==> src/common/cca_pkg.sv <==
// Package with register map, field positions and reset values of the counter array
package cca_pkg;
    // ------------------------------------------------------------
    // Register addresses on the special function register bus
    // ------------------------------------------------------------
    localparam logic [7:0] CCA_ADDR_CONTROL = 8'hD8;
    localparam logic [7:0] CCA_ADDR_MODE0   = 8'hDA;
    localparam logic [7:0] CCA_ADDR_MODE1   = 8'hDB;
    localparam logic [7:0] CCA_ADDR_CNT_LO  = 8'hE9;
    localparam logic [7:0] CCA_ADDR_CAP0_LO = 8'hEA;
    localparam logic [7:0] CCA_ADDR_CAP1_LO = 8'hEB;
    localparam logic [7:0] CCA_ADDR_CNT_HI  = 8'hF9;
    localparam logic [7:0] CCA_ADDR_CAP0_HI = 8'hFA;
    localparam logic [7:0] CCA_ADDR_CAP1_HI = 8'hFB;

    // ------------------------------------------------------------
    // Mode register field positions
    // ------------------------------------------------------------
    localparam int CCA_MODE_COMPARE_EN = 6;
    localparam int CCA_MODE_RISE_CAP   = 5;
    localparam int CCA_MODE_FALL_CAP   = 4;
    localparam int CCA_MODE_MATCH_FLAG = 3;
    localparam int CCA_MODE_TOGGLE     = 2;
    localparam int CCA_MODE_PWM        = 1;
    localparam int CCA_MODE_IRQ_EN     = 0;
    localparam int CCA_MODE_BITS       = 7;

    // ------------------------------------------------------------
    // Control register field positions
    // ------------------------------------------------------------
    localparam int CCA_CTRL_OVF = 7;
    localparam int CCA_CTRL_RUN = 6;

    // ------------------------------------------------------------
    // Reset values
    // ------------------------------------------------------------
    localparam logic [6:0]  CCA_MODE_RESET = 7'h00;
    localparam logic [7:0]  CCA_BYTE_RESET = 8'h00;
    localparam logic [15:0] CCA_CNT_RESET  = 16'h0000;
endpackage

==> src/common/cca_chan_if.sv <==
// Interface between the counter array top and one compare/capture module
interface cca_chan_if;
    import cca_pkg::*;
    logic [15:0] cnt;       // Shared counter value
    logic        tick;      // Counter advances this cycle
    logic        low_ovf;   // Low byte wraps this cycle
    logic [7:0]  wdata;     // Bus write data
    logic        wr_mode;   // Write strobe for mode register
    logic        wr_hi;     // Write strobe for high capture byte
    logic        wr_lo;     // Write strobe for low capture byte
    logic        wr_flag;   // Write strobe for event flag (wdata bit is new value)
    logic        flag_bit;  // Flag value carried with wr_flag
    logic        rise;      // Synchronised rising edge of module pin
    logic        fall;      // Synchronised falling edge of module pin
    logic [6:0]  mode;      // Mode register contents
    logic [7:0]  cap_hi;    // High compare/capture byte
    logic [7:0]  cap_lo;    // Low compare/capture byte
    logic        flag;      // Event flag
    logic        pin_out;   // Module pin level
    logic        pin_oe;    // Module pin drive enable
    logic        irq;       // Gated interrupt request

    modport ctl (output cnt, tick, low_ovf, wdata, wr_mode, wr_hi, wr_lo, wr_flag, flag_bit,
                 rise, fall, input mode, cap_hi, cap_lo, flag, pin_out, pin_oe, irq);
    modport chan (input cnt, tick, low_ovf, wdata, wr_mode, wr_hi, wr_lo, wr_flag, flag_bit,
                  rise, fall, output mode, cap_hi, cap_lo, flag, pin_out, pin_oe, irq);
endinterface

==> src/design/cca_module.sv <==
// One compare/capture module: mode, capture pair, event flag and pin driver
module cca_module
    import cca_pkg::*;
(
    input  wire logic clk,
    input  wire logic rst_n,
    input  wire logic ce,
    cca_chan_if.chan  ch
);
    typedef struct packed {
        logic [6:0] mode;
        logic [7:0] cap_hi;
        logic [7:0] cap_lo;
        logic       flag;
        logic       pin;
        logic       oe;
        logic       irq;
    } cca_mod_state_t;

    cca_mod_state_t s;
    cca_mod_state_t next_s;
    logic           match;
    logic           capture;
    logic           pwm;

    // ------------------------------------------------------------
    // Event detection
    // ------------------------------------------------------------
    // Match only on an increment, so a stopped counter does not re-flag forever
    assign match   = ch.tick && s.mode[CCA_MODE_COMPARE_EN]
                     && (ch.cnt == {s.cap_hi, s.cap_lo});
    assign capture = (ch.rise && s.mode[CCA_MODE_RISE_CAP])
                     || (ch.fall && s.mode[CCA_MODE_FALL_CAP]);
    assign pwm     = s.mode[CCA_MODE_PWM];

    // ------------------------------------------------------------
    // Next state
    // ------------------------------------------------------------
    always_comb begin
        next_s = s;
        if (ch.wr_mode) begin
            next_s.mode = ch.wdata[6:0];   // Reserved bit 7 is not stored
        end
        if (ch.wr_hi) begin
            next_s.cap_hi = ch.wdata;
        end
        if (ch.wr_lo) begin
            next_s.cap_lo = ch.wdata;
        end
        // PWM duty reload; a software write in the same cycle loses to it
        if (pwm && ch.low_ovf) begin
            next_s.cap_lo = s.cap_hi;
        end
        // Hardware capture beats a software write of the pair
        if (capture) begin
            next_s.cap_hi = ch.cnt[15:8];
            next_s.cap_lo = ch.cnt[7:0];
        end
        // Software write first, so a same-cycle hardware set still wins
        if (ch.wr_flag) begin
            next_s.flag = ch.flag_bit;
        end
        if (capture || (match && s.mode[CCA_MODE_MATCH_FLAG])) begin
            next_s.flag = 1'b1;
        end
        // Pin driver
        if (pwm) begin
            next_s.pin = !(ch.cnt[7:0] < s.cap_lo);
        end else if (match && s.mode[CCA_MODE_MATCH_FLAG] && s.mode[CCA_MODE_TOGGLE]) begin
            next_s.pin = !s.pin;
        end
        next_s.oe  = pwm || (s.mode[CCA_MODE_COMPARE_EN] && s.mode[CCA_MODE_TOGGLE]);
        next_s.irq = s.flag && s.mode[CCA_MODE_IRQ_EN];
    end

    // ------------------------------------------------------------
    // State register
    // ------------------------------------------------------------
    always_ff @(posedge clk or negedge rst_n) begin
        if (!rst_n) begin
            s <= '{mode: CCA_MODE_RESET, cap_hi: CCA_BYTE_RESET, cap_lo: CCA_BYTE_RESET,
                   flag: 1'b0, pin: 1'b0, oe: 1'b0, irq: 1'b0};
        end else if (ce) begin
            s <= next_s;
        end
    end

    assign ch.mode    = s.mode;
    assign ch.cap_hi  = s.cap_hi;
    assign ch.cap_lo  = s.cap_lo;
    assign ch.flag    = s.flag;
    assign ch.pin_out = s.pin;
    assign ch.pin_oe  = s.oe;
    assign ch.irq     = s.irq;
endmodule // cca_module

==> src/design/cca_top.sv <==
// Counter array top: shared counter, control register, bus decode and two modules
module cca_top
    import cca_pkg::*;
#(
    parameter int NUM_MOD = 2
) (
    input  wire logic               clk,
    input  wire logic               rst_n,
    input  wire logic               ce,
    input  wire logic [7:0]         sfr_addr,
    input  wire logic [7:0]         sfr_wdata,
    input  wire logic               sfr_wr,
    input  wire logic               sfr_rd,
    output logic      [7:0]         sfr_rdata,
    input  wire logic [NUM_MOD-1:0] module_io_pin_in,
    output logic      [NUM_MOD-1:0] module_io_pin_out,
    output logic      [NUM_MOD-1:0] module_io_pin_oe,
    output logic      [NUM_MOD-1:0] module_irq_request
);
    typedef struct packed {
        logic [NUM_MOD-1:0] sync1;
        logic [NUM_MOD-1:0] sync2;
        logic [NUM_MOD-1:0] prev;
        logic [15:0]        cnt;
        logic               run;
        logic               ovf;
        logic [7:0]         rdata;
    } cca_top_state_t;

    cca_top_state_t     s;
    cca_top_state_t     next_s;
    logic [6:0]         mode_v    [NUM_MOD];
    logic [7:0]         cap_hi_v  [NUM_MOD];
    logic [7:0]         cap_lo_v  [NUM_MOD];
    logic [NUM_MOD-1:0] flag_v;
    logic               wr_ctrl;
    logic               wr_cnt_lo;
    logic               wr_cnt_hi;

    // ------------------------------------------------------------
    // Write strobe decode for registers held here
    // ------------------------------------------------------------
    assign wr_ctrl   = sfr_wr && (sfr_addr == CCA_ADDR_CONTROL);
    assign wr_cnt_lo = sfr_wr && (sfr_addr == CCA_ADDR_CNT_LO);
    assign wr_cnt_hi = sfr_wr && (sfr_addr == CCA_ADDR_CNT_HI);

    // ------------------------------------------------------------
    // Per-module instances and their strobes
    // ------------------------------------------------------------
    // Module addresses are consecutive, so index i adds to the base address
    genvar i;
    generate
        for (i = 0; i < NUM_MOD; i++) begin : g_mod
            cca_chan_if ch ();

            assign ch.cnt      = s.cnt;
            assign ch.tick     = s.run;
            assign ch.low_ovf  = s.run && (s.cnt[7:0] == 8'hFF);
            assign ch.wdata    = sfr_wdata;
            assign ch.wr_mode  = sfr_wr && (sfr_addr == CCA_ADDR_MODE0 + 8'(i));
            assign ch.wr_hi    = sfr_wr && (sfr_addr == CCA_ADDR_CAP0_HI + 8'(i));
            assign ch.wr_lo    = sfr_wr && (sfr_addr == CCA_ADDR_CAP0_LO + 8'(i));
            assign ch.wr_flag  = wr_ctrl;
            assign ch.flag_bit = sfr_wdata[i];
            // Edges are taken between the second sync stage and its delayed copy
            assign ch.rise     = s.sync2[i] && !s.prev[i];
            assign ch.fall     = !s.sync2[i] && s.prev[i];

            cca_module u_mod (
                .clk   (clk),
                .rst_n (rst_n),
                .ce    (ce),
                .ch    (ch)
            );

            assign mode_v[i]             = ch.mode;
            assign cap_hi_v[i]           = ch.cap_hi;
            assign cap_lo_v[i]           = ch.cap_lo;
            assign flag_v[i]             = ch.flag;
            assign module_io_pin_out[i]  = ch.pin_out;
            assign module_io_pin_oe[i]   = ch.pin_oe;
            assign module_irq_request[i] = ch.irq;
        end
    endgenerate

    // ------------------------------------------------------------
    // Next state: synchronisers, counter, control and read data
    // ------------------------------------------------------------
    always_comb begin
        next_s       = s;
        // Pins are asynchronous; only sync2 and later feed any logic
        next_s.sync1 = module_io_pin_in;
        next_s.sync2 = s.sync1;
        next_s.prev  = s.sync2;

        // Counter advances every enabled cycle while running
        if (s.run) begin
            next_s.cnt = s.cnt + 16'h0001;
        end
        // A byte write overrides the increment of that byte only
        if (wr_cnt_lo) begin
            next_s.cnt[7:0] = sfr_wdata;
        end
        if (wr_cnt_hi) begin
            next_s.cnt[15:8] = sfr_wdata;
        end

        // Control register; hardware overflow set wins over a clear
        if (wr_ctrl) begin
            next_s.run = sfr_wdata[CCA_CTRL_RUN];
            next_s.ovf = sfr_wdata[CCA_CTRL_OVF];
        end
        if (s.run && (s.cnt == 16'hFFFF)) begin
            next_s.ovf = 1'b1;
        end

        // Read data is registered, valid the cycle after sfr_rd
        if (sfr_rd) begin
            case (sfr_addr)
                CCA_ADDR_CONTROL: begin
                    next_s.rdata = {s.ovf, s.run, 4'h0, flag_v[1], flag_v[0]};
                end
                CCA_ADDR_MODE0:   next_s.rdata = {1'b0, mode_v[0]};
                CCA_ADDR_MODE1:   next_s.rdata = {1'b0, mode_v[1]};
                CCA_ADDR_CNT_LO:  next_s.rdata = s.cnt[7:0];
                CCA_ADDR_CNT_HI:  next_s.rdata = s.cnt[15:8];
                CCA_ADDR_CAP0_LO: next_s.rdata = cap_lo_v[0];
                CCA_ADDR_CAP1_LO: next_s.rdata = cap_lo_v[1];
                CCA_ADDR_CAP0_HI: next_s.rdata = cap_hi_v[0];
                CCA_ADDR_CAP1_HI: next_s.rdata = cap_hi_v[1];
                default:          next_s.rdata = 8'h00;  // Unmapped reads zero
            endcase
        end
    end

    // ------------------------------------------------------------
    // State register; clock enable low freezes everything
    // ------------------------------------------------------------
    always_ff @(posedge clk or negedge rst_n) begin
        if (!rst_n) begin
            // Edge history starts at the pulled-up idle level, so no false rise follows reset
            s <= '{sync1: '1, sync2: '1, prev: '1, cnt: CCA_CNT_RESET,
                   run: 1'b0, ovf: 1'b0, rdata: CCA_BYTE_RESET};
        end else if (ce) begin
            s <= next_s;
        end
    end

    assign sfr_rdata = s.rdata;
endmodule // cca_top

==> config.mk <==
export PLATFORM = sky130hd
export DESIGN_NAME = cca_top
export DESIGN_NICKNAME = d
export VERILOG_FILES = /design/src/common/cca_pkg.sv /design/src/common/cca_chan_if.sv /design/src/design/cca_module.sv /design/src/design/cca_top.sv
export SDC_FILE = /design/constraint.sdc
export NUM_CORES = 1
export LEC_CHECK = 0
export ABC_AREA = 1
export BUFFER_PORTS_ARGS = -buffer_cell sky130_fd_sc_hd__buf_4
export CAP_MARGIN = 10
export CELL_PAD_IN_SITES_DETAIL_PLACEMENT = 2
export CELL_PAD_IN_SITES_GLOBAL_PLACEMENT = 2
export CORE_MARGIN = 8
export CORE_UTILIZATION = 37
export DETAILED_ROUTE_END_ITERATION = 12
export PLACE_DENSITY = 0.92
export SLEW_MARGIN = 20
export SYNTH_ARGS = -nofsm -noshare
export SYNTH_HDL_FRONTEND = slang
export SYNTH_SLANG_ARGS = --single-unit
==> constraint.sdc <==
create_clock -name clk -period 2.8 [get_ports clk]
set_input_delay 0.56 -clock clk [delete_from_list [all_inputs] [get_ports clk]]
set_output_delay 0.56 -clock clk [all_outputs]
set_load 0.05 [all_outputs]
# ---- Word level (Yosys, flattened, before mapping)
# Index checks and enable logic that the tools add are counted.
dict set report totals {
  register_bits 86
  latch_bits 0
  mem_bits_rw 0
  rom_bits 0
  input_bits 23
  output_inout_bits 14
  word_cells 133
  memories 0
}
dict set report classes {
  add_sub_neg 1
  multipliers 0
  div_mod_pow 0
  magnitude_cmp 2
  n_eq_ne 13
  shift 0
  n_mux 22
  bitwise_logic 0
  n_reduce_logical 73
}
# operator count
set op_table {}
lappend op_table {{8-bit == test, second input constant} 10}
lappend op_table {{8-bit case mux with 9 select lines} 1}
lappend op_table {{8-bit 2-to-1 mux} 8}
lappend op_table {{16-bit 2-to-1 mux} 3}
lappend op_table {{1-bit logical AND} 33}
lappend op_table {{16-bit == test} 2}
lappend op_table {{2-bit AND reduction} 15}
lappend op_table {{2-bit nonzero test} 9}
lappend op_table {{16-bit by 1-bit adder with 16-bit output, second input constant} 1}
lappend op_table {{16-bit == test, second input constant} 1}
lappend op_table {{8-bit less-than comparator} 2}
lappend op_table {{1-bit 2-to-1 mux} 10}
lappend op_table {{1-bit logical NOT} 8}
lappend op_table {{1-bit logical OR} 6}
lappend op_table {{3-bit nonzero test} 2}

# ---- Logic depth before layout (Yosys ltp)
# Gate-level depths: netlist (run 1).
dict set report logic_depth {
  depth_word 7
  depth_mapped 12
  ltp_nobuf 12
}

# ---- Modules after synthesis
# Synthesis (run 1) repeated with hierarchy kept, for this count alone.
dict set report hier_totals {
  cells_unflattened 899
  area_unflattened_um2 6093.3
}
# module instances cells_each area_per_inst_um2 seq_area_each_um2
set modules_own_cells {}
lappend modules_own_cells {cca_module 2 228 1674.1 675.6}
lappend modules_own_cells {cca_top 1 443 2745.1 808.3}

# ---- Worst setup path before layout (run 1)
# OpenSTA, ideal clock, no wires.
dict set report synth_path {
  path_type {register to register}
  startpoint {reg s (netlist bit g_mod[0].ch.cnt[1])}
  endpoint {reg g_mod[1].u_mod.s (netlist bit g_mod[1].u_mod.ch.cap_lo[4])}
  setup_ps 116
  arrival_ps 1524
  required_ps 2684
  setup_slack_ps 1160
  stages_incl_launch_ff 12
  n_path_buf 1
  synth_period_minus_slack_ps 1640
  path_cell_list {dfrtp_1 ha_1 nand2_4 nor2_8 nand2_4 nor2_8 buf_8 nand3_1 nand3_1 nand2_1 nand2_1 nand2_1}
}
dict set report synth_between {
  elab_chain_cells 5
  elab_cells_between_ends 7
  classes_between {eq/ne: 1; mux: 2; reduce/logical: 4}
}
# item line_no
set synth_lines {}
lappend synth_lines {{start: declaration} cca_top.sv:30} ;# cca_top_state_t s;
lappend synth_lines {{start signal: assignment} cca_top.sv:142} ;# s <= '{sync1: '1, sync2: '1, prev: '1, cnt: CCA_CNT_RESET,
lappend synth_lines {{start signal: assignment} cca_top.sv:145} ;# s <= next_s;
lappend synth_lines {{8-bit == test *} cca_top.sv:58} ;# assign ch.low_ovf = s.run && (s.cnt[7:0] == 8'hFF);
lappend synth_lines {{1-bit logical AND *} cca_top.sv:58}
lappend synth_lines {{1-bit logical AND *} cca_module.sv:51} ;# if (pwm && ch.low_ovf) begin
lappend synth_lines {{3-bit nonzero test (no line) / 8-bit 2-to-1 mux (equally long branches)} --}
lappend synth_lines {{2-bit AND reduction (no line) / 16-bit 2-to-1 mux (equally long branches)} --}
lappend synth_lines {{end signal: assignment} cca_module.sv:81} ;# s <= '{mode: CCA_MODE_RESET, cap_hi: CCA_BYTE_RESET, cap_lo: CCA_BYTE_RESET,
lappend synth_lines {{end signal: assignment} cca_module.sv:84} ;# s <= next_s;
lappend synth_lines {{end: declaration} cca_module.sv:20} ;# cca_mod_state_t s;
# Mark *: on every way between the ends. The rest lies on a longest branch, timed or not.
# A chain may end at the register's enable or synchronous reset.

# ---- Final worst setup path (run 1)
dict set report layout_path {
  startpoint {reg s (netlist bit g_mod[0].ch.cnt[0])}
  endpoint {reg g_mod[0].u_mod.s (netlist bit g_mod[0].u_mod.ch.pin_out)}
}
dict set report layout_between {
  elab_chain_cells 6
  elab_cells_between_ends 9
  classes_between {order compare: 1; eq/ne: 1; mux: 1; reduce/logical: 6}
}
# item line_no
set layout_lines {}
lappend layout_lines {{16-bit == test} cca_module.sv:31} ;# && (ch.cnt == {s.cap_hi, s.cap_lo});
lappend layout_lines {{1-bit logical AND} cca_module.sv:31}
lappend layout_lines {{1-bit logical AND (2 in a row)} cca_module.sv:69} ;# end else if (match && s.mode[CCA_MODE_MATCH_FLAG] && s.mode[CCA_MODE_TOGGLE]) begin
lappend layout_lines {{2-bit nonzero test (no line)} --}
lappend layout_lines {{2-bit AND reduction (no line)} --}
lappend layout_lines {{end signal: assignment} cca_module.sv:81}
lappend layout_lines {{end signal: assignment} cca_module.sv:84}
lappend layout_lines {{end: declaration} cca_module.sv:20}
# Parallel ways exist; a longest one is shown, timed or not.

==> qor.yml, run 1 <==
status:
  outcome: "completed"
logic_synthesis:
  synth_edf_count: 0
  synth.most_common_cell: "nand2_1"
  synth.area.top_cells: "dfrtp_1 (33%), nand2_1 (21%), nand3_1 (8.9%)"
  synth.avg_cell_area_um2: 6.76
  synth_common_cells: "nand2_1 (333), nand3_1 (109), inv_1 (85), dfrtp_1 (80), o21ai_0 (56)"
  yosysTopAreaCell: "dfrtp_1"
  yosys.area.top_type_share_pct: 32.8
  synthFlopType: "dfrtp_1"
  synthCells: 902
  yosys_warnings: 0
  async_flop_share_pct: 100
  yosysSeqAreaShare_pct: 35.4
  ys_seq_elements: 86
  syn-num-nets: 942
  ys_types: 36
  syn_area_um2: 6100
place:
  io_buffers: 36
  dp_hpwl_um: 21400
  place_congestion: 0.943
  placed_cells: 1134
floorplan:
  dieArea_um2: 20800
  die_x_um: 144
  core-area_um2: 16300
  die_y_um: 144
  row_count: 47
  start_util_pct: 37.3
  io_pins: 37
power:
  power.leakage_nw: 3.55
  clkPwrFrac_pct: 27.2
  switching_power_mw: 2.18
  pwr-share-seq_pct: 38.3
  power.total_mw: 4.79
  combPwrFrac_pct: 34.5
  p_per_area_nw_per_um2: 704
  switching_share_pct: 45.4
  vdd_ir_drop_max_mv: 0.412
  power.internal_mw: 2.61
worst_setup_path:
  r2r_end: "g_mod[0].u_mod.ch.pin_out"
  rrSetupSlack_ps: 520
  r2r-start: "g_mod[0].ch.cnt[0]"
  path_class: "reg2reg"
  cp_cell_sequence: "inv_1 -> ha_1 -> nand2_1 -> inv_1 -> nand2_1 -> nor2_1 -> nand2_1 -> nor2_1 -> nand3_1 -> nand2_1 -> nand2_1 -> nand2_1"
  critPathCaptureType: "flip-flop"
  worstPathMaxFanout: 6
  cp_common_cell: "nand2_1"
  start_kind: "flip-flop"
  slowest_stage: "dfrtp_1"
  max_stage_delay_ps: 550
  cp.arrival_ps: 2600
  r2r_cells: 12
  cp-startpoint: "g_mod[0].ch.cnt[0]"
  worst_ep_required_time_ps: 3120
cells_and_area:
  fin_nets: 965
  fin_util_pct: 41.6
  fill_cells: 1996
  area_growth_pct: 11.6
  fin_cells: 1150
  drive_above_1_share_pct: 12.6
  n_antenna_cell: 0
drt:
  vias: 6822
  final_antenna_net_count: 0
  via_per_inst: 5.93
  avgRoutedWirePerCell_um: 26.1
  first_pass_iters: 5
  drtIter0Drc: 674
  drc: 0
  postRouteWirelength_um: 30000
clock_network:
  ctsResizeCount: 0
  htree_num_levels: 3
  tritoncts: "done"
  cts_buffers: 9
  clk_path_buf_depth: 2
  cts_hold_buf: 0
  cts_setup_buffers: 0
  root_buffer: "clkbuf_16"
  clk_latency_ps: 380
  path_clk_slew_ps: 70
  cts.sinks: 86
sta:
  hold_viol_final: 0
  slew_violations: 0
  period_minus_slack_ps: 2280
  max_freq_ghz: 0.438
  setup_violations: 0
  tightest_slew_ps: 718
  clock_skew_ps: 15.9
  rsz0062_at_grt: "false"
  post-route-period-util_pct: 81.5
  hold-worst-slack_ps: 224
  slew_headroom_pct: 52.1
  finalSetupTns_ps: 0
job:
  maxCapViolations: 0
global_routing:
  grt_pass1_wl_um: 46000
  grt_pass1_vias: 7697
  antenna_found_initial: 0
  grt-ovfl-total: 0
  grt_use_total_pct: 30.2
  grt_max_degree: 51
worst_hold_path:
  min-delay-path-class: "in2async"
-- sequential cells by signal, indices dropped and copies added (netlist names) --
signal and count:
g_mod.ch.cnt 16, g_mod.u_mod.ch.cap_hi 16, g_mod.u_mod.ch.cap_lo 16, g_mod.u_mod.ch.mode 14
sfr_rdata 8, next_s 4, s 3, g_mod.u_mod.ch.flag 2
g_mod.u_mod.ch.irq 2, g_mod.u_mod.ch.pin_oe 2, g_mod.u_mod.ch.pin_out 2, g_mod.ch.tick 1
-- metrics by stage --
step | worst slack [ps] | cell area (um^2)
detailed placement | 421 | 6510
CTS | 601 | 6810
global placement | 588 | 6510
global route | 445 | 6810
finish | 519 | 6810
floorplan | 1160 | 6100
-- cell families (layout without fill, tap and decap cells) --
| group | Yosys count | in the layout | share of synthesized area (%) |
|---|---|---|---|
| adder cells (fa/ha/maj) | 17 | 17 | 3.49 |
| XOR/XNOR | 6 | 6 | 0.862 |
| buffers and inverters | 141 | 169 | 11.0 |
| flip-flops | 86 | 86 | 35.4 |
| AO/OA/AOI/OAI | 118 | 118 | 10.5 |
| AND/OR/NAND/NOR | 534 | 534 | 38.8 |
-- power groups by stage --
stage	Combinational (mW)	Sequential [mW]	Clock, mW
after floorplan	0.969	1.69	0
after global placement	1.39	1.81	0
after detailed placement	1.53	1.83	0
after CTS	1.62	1.82	1.31
after global routing	1.77	1.85	1.34
final	1.65	1.83	1.30
-- cell type report --
type	count	area, um^2	share of cell area [%]
repair buffers	57	440	6.47
well taps	220	275	4.04
inverters	96	363	5.33
clock inverters	7	73.8	1.08
multi-input cells	675	3270	48.0
clock buffers	9	225	3.31
flip-flops and latches	86	2160	31.7
-- cells in the final DEF, fill, tap and decap left out, types with 2 or more instances in the layout --
| cell | synthesis | routed |
|---|---|---|
| a21boi_0 | 2 | 2 |
| a21oi_1 | 13 | 13 |
| a31oi_1 | 2 | 2 |
| buf_4 | 20 | 56 |
| clkbuf_16 | 0 | 9 |
| clkinv_4 | 0 | 2 |
| dfrtp_1 | 80 | 80 |
| dfstp_2 | 6 | 6 |
| ha_1 | 17 | 17 |
| inv_1 | 85 | 85 |
| inv_2 | 9 | 9 |
| inv_6 | 0 | 2 |
| inv_8 | 0 | 2 |
| nand2_1 | 333 | 333 |
| nand2_2 | 7 | 7 |
| nand2_4 | 4 | 4 |
| nand3_1 | 109 | 109 |
| nand3_2 | 3 | 3 |
| nand4_1 | 14 | 14 |
| nand4_4 | 2 | 2 |
| nor2_1 | 45 | 45 |
| nor2_2 | 5 | 5 |
| nor2_4 | 2 | 2 |
| nor2_8 | 3 | 3 |
| nor3_1 | 6 | 6 |
| o211ai_1 | 13 | 13 |
| o21ai_0 | 56 | 56 |
| o21ai_1 | 30 | 30 |
| o21ai_2 | 2 | 2 |
| xor2_1 | 5 | 5 |
-- worst max-delay path: cells and delay by family (launching register included) --
kind	cells	cell delay [ps]
fa+ha+maj	1	340
buf+inv	2	310
flops	1	550
simple gates	9	1020
-- worst max path at each step --
stage,end,slack (ps),cells after the start
after floorplan,g_mod[1].u_mod.ch.cap_lo[4],1160,11
after global placement,g_mod[0].ch.cnt[3],590,9
after detailed placement,g_mod[0].ch.cnt[5],420,9
after CTS,g_mod[0].u_mod.ch.pin_out,600,12
after global routing,g_mod[0].ch.cnt[3],440,9
final,g_mod[0].u_mod.ch.pin_out,520,12
-- routing by layer --
metal / vias to the layer above / GRT usage (%) / part of all wire (%) / wire length, um
met1: 3428 / 35.3 / 40 / 12000
met5: - / 0 / 0 / 0
met4: 0 / 20.0 / 6.0 / 1820
li1: 2940 / - / - / -
met3: 126 / 6.40 / 6.5 / 1950
met2: 328 / 49.3 / 47 / 14200
Power figures use the tool's default switching activity.
==> inputs of run 2 (changes only) <==
--- a/config.mk
+++ b/config.mk
@@ -5,15 +5,15 @@
 export SDC_FILE = /design/constraint.sdc
 export NUM_CORES = 1
 export LEC_CHECK = 0
-export ABC_AREA = 1
+export ABC_AREA = 0
 export BUFFER_PORTS_ARGS = -buffer_cell sky130_fd_sc_hd__buf_4
 export CAP_MARGIN = 10
 export CELL_PAD_IN_SITES_DETAIL_PLACEMENT = 2
 export CELL_PAD_IN_SITES_GLOBAL_PLACEMENT = 2
 export CORE_MARGIN = 8
-export CORE_UTILIZATION = 37
+export CORE_UTILIZATION = 39
 export DETAILED_ROUTE_END_ITERATION = 12
-export PLACE_DENSITY = 0.92
+export PLACE_DENSITY = 0.87
 export SLEW_MARGIN = 20
 export SYNTH_ARGS = -nofsm -noshare
 export SYNTH_HDL_FRONTEND = slang
==> constraint.sdc (replaced) <==
create_clock -name clk -period 2.35 [get_ports clk]
set_input_delay 0.47 -clock clk [delete_from_list [all_inputs] [get_ports clk]]
set_output_delay 0.47 -clock clk [all_outputs]
set_load 0.05 [all_outputs]
==> qor.yml, run 2 <==
worst_setup_path:
  r2r-start: "g_mod[0].ch.cnt[0]"
  path_class: "reg2reg"
  cp.arrival_ps: 2540
  worst_ep_required_time_ps: 2600
  cp-startpoint: "g_mod[0].ch.cnt[0]"
  start_kind: "flip-flop"
  max_stage_delay_ps: 510
  cp_cell_sequence: "inv_1 -> buf_4 -> ha_1 -> nand4_1 -> nor4_1 -> nand4_1 -> o211a_1"
  worstPathMaxFanout: 3
  slowest_stage: "nor4_1"
  cp_common_cell: "nand4_1"
  critPathCaptureType: "flip-flop"
power:
  power.leakage_nw: 3.02
  power.internal_mw: 2.74
  pwr-share-seq_pct: 43.6
  switching_share_pct: 33.0
  clkPwrFrac_pct: 38.6
  p_per_area_nw_per_um2: 625
  switching_power_mw: 1.35
  combPwrFrac_pct: 17.8
  power.total_mw: 4.09
  vdd_ir_drop_max_mv: 0.446
global_routing:
  grtUsageMet2_pct: 45.3
  gr-usage-met3_pct: 5.51
  grt_use_total_pct: 27.4
  grt_util_met1_pct: 34.3
  grt-ovfl-total: 0
  grt_max_degree: 50
  grt-busiest-layer: "met2"
  antenna_found_initial: 0
  grt_pass1_vias: 5970
  grt_pass1_wl_um: 37900
logic_synthesis:
  synth-compound-area-share_pct: 18.7
  yosysTopAreaCell: "dfrtp_1"
  synth-adder-area-share_pct: 3.71
  synth_edf_count: 0
  synth.area.mux_share_pct: 15.1
  yosys.area.top_type_share_pct: 35.0
  yosysSeqAreaShare_pct: 37.7
  async_flop_share_pct: 100
  synthCells: 615
  synth_xor_area_share_pct: 2.45
  synth.avg_cell_area_um2: 9.31
  ys_seq_elements: 86
  synth.most_common_cell: "dfrtp_1"
  synth.area.top_cells: "dfrtp_1 (35%), mux2_2 (8.5%), mux2i_1 (6.6%)"
  yosys_warnings: 0
  synthSimpleGateAreaFrac_pct: 15.2
  syn-num-nets: 655
  synthFlopType: "dfrtp_1"
  syn_area_um2: 5730
  synth_top_family_by_area: "compound AO/OA/AOI/OAI gates"
  ys_types: 62
  synth_common_cells: "dfrtp_1 (80), nand2_1 (63), o21ai_0 (57), mux2_2 (43), mux2i_1 (38)"
place:
  io_buffers: 36
  dpl_cell_area_um2: 6230
  dp_hpwl_um: 18200
  place_congestion: 0.952
  placed_cells: 816
drt:
  first_pass_iters: 5
  via_per_inst: 6.42
  drtIter0Drc: 400
  vias: 5341
  avgRoutedWirePerCell_um: 29.6
  postRouteWirelength_um: 24600
  final_antenna_net_count: 0
  drc: 0
cells_and_area:
  fin_nets: 683
  multi_input_area_um2: 3170
  stdcell_area_um2: 6540
  n_antenna_cell: 0
  fin_util_pct: 45.3
  most-common-layout-cells: "dfrtp_1 (80), buf_4 (77), nand2_1 (63)"
  drive_above_1_share_pct: 24.4
  layout_commonest_cell: "dfrtp_1"
  regArea_um2: 2160
  area_growth_pct: 14.2
  fill_cells: 1556
  fin_cells: 832
clock_network:
  cts.sinks: 86
  htree_num_levels: 3
  cts_setup_buffers: 0
  tritoncts: "done"
  root_buffer: "clkbuf_16"
  ctsResizeCount: 0
  path_clk_slew_ps: 70
  clk_latency_ps: 370
  cts_buffers: 9
  clk_path_buf_depth: 2
  cts_hold_buf: 0
floorplan:
  io_pins: 37
  die_y_um: 137
  die_x_um: 137
  row_count: 44
  core-area_um2: 14400
  start_util_pct: 39.7
  dieArea_um2: 18800
sta:
  post-route-period-util_pct: 97.4
  rsz0062_at_grt: "false"
  tightest_slew_ps: 1060
  clock_skew_ps: 16.1
  max_freq_ghz: 0.437
  hold_viol_final: 0
  slew_headroom_pct: 29.1
  slew_violations: 0
  period_minus_slack_ps: 2290
  setup_violations: 0
worst_hold_path:
  min-delay-path-class: "in2async"
status:
  outcome: "completed"
job:
  maxCapViolations: 0
run 2: cell families (layout without fill, tap and decap cells):
family	after synthesis	after routing
buffers and inverters	79	112
adders and majority gates	17	17
AOI/OAI and AO/OA	169	169
xor gates and xnor gates	16	16
DFF	86	86
and+or+nand+nor	167	167
muxes	81	81
run 2: worst paths after layout:
| path | endpoint | depth (start not counted) | slack (ps) |
|---|---|---|---|
| worst max-delay path | g_mod[1].u_mod.ch.pin_out | 7 | 60 |
| worst max register to register | g_mod[1].u_mod.ch.pin_out | 7 | 60 |
| min in group clk | next_s[28] | 2 | 340 |
| max in group asynchronous | g_mod[1].u_mod.ch.cap_hi[2] | 2 | 1530 |
| worst min register to register | sfr_rdata[6] | 2 | 490 |
| worst min-delay path | g_mod[0].ch.cnt[11] | 1 | 140 |
run 2: metrics by stage:
step	hold slack [ps]	worst slack [ps]	setup TNS (ps)
3_3_place_gp	469	46.6	0
3_5_place_dp	475	-69.1	-207
4_1_cts	166	103	0
5_1_grt	192	32.2	0
2_1_floorplan	174	397	0
6_report	140	61.5	0
run 2: power by group through the flow:
stage | logic [mW] | clock network [mW] | registers, mW
floorplan | 0.423 | 0 | 1.72
global placement | 0.665 | 0 | 1.79
detailed placement | 0.710 | 0 | 1.80
CTS | 0.724 | 1.59 | 1.78
global route | 0.785 | 1.65 | 1.79
finish | 0.729 | 1.58 | 1.78
run 2: cell type report:
class / count / share of cell area (%)
Multi-Input combinational cell: 450 / 48.5
Clock inverter: 7 / 1.32
Tap cell: 184 / 3.52
Sequential cell: 86 / 33.0
Inverter: 18 / 1.03
Clock buffer: 9 / 3.44
Timing Repair Buffer: 78 / 9.15
run 2: worst max-delay path: cells and delay by family (launching register included):
family | cells | cell delay (ps)
compound gates | 1 | 310
fa+ha+maj | 1 | 280
buf+inv | 2 | 270
flops | 1 | 400
simple gates | 3 | 930
run 2: routing by layer:
metal  routed length, um  vias up  part of all wire (%)
met5                   0        -                     0
met1               10400     2779                    42
li1                    -     2292                     -
met3                1450       62                   5.9
met2               11900      208                    48
met4                 843        0                   3.4
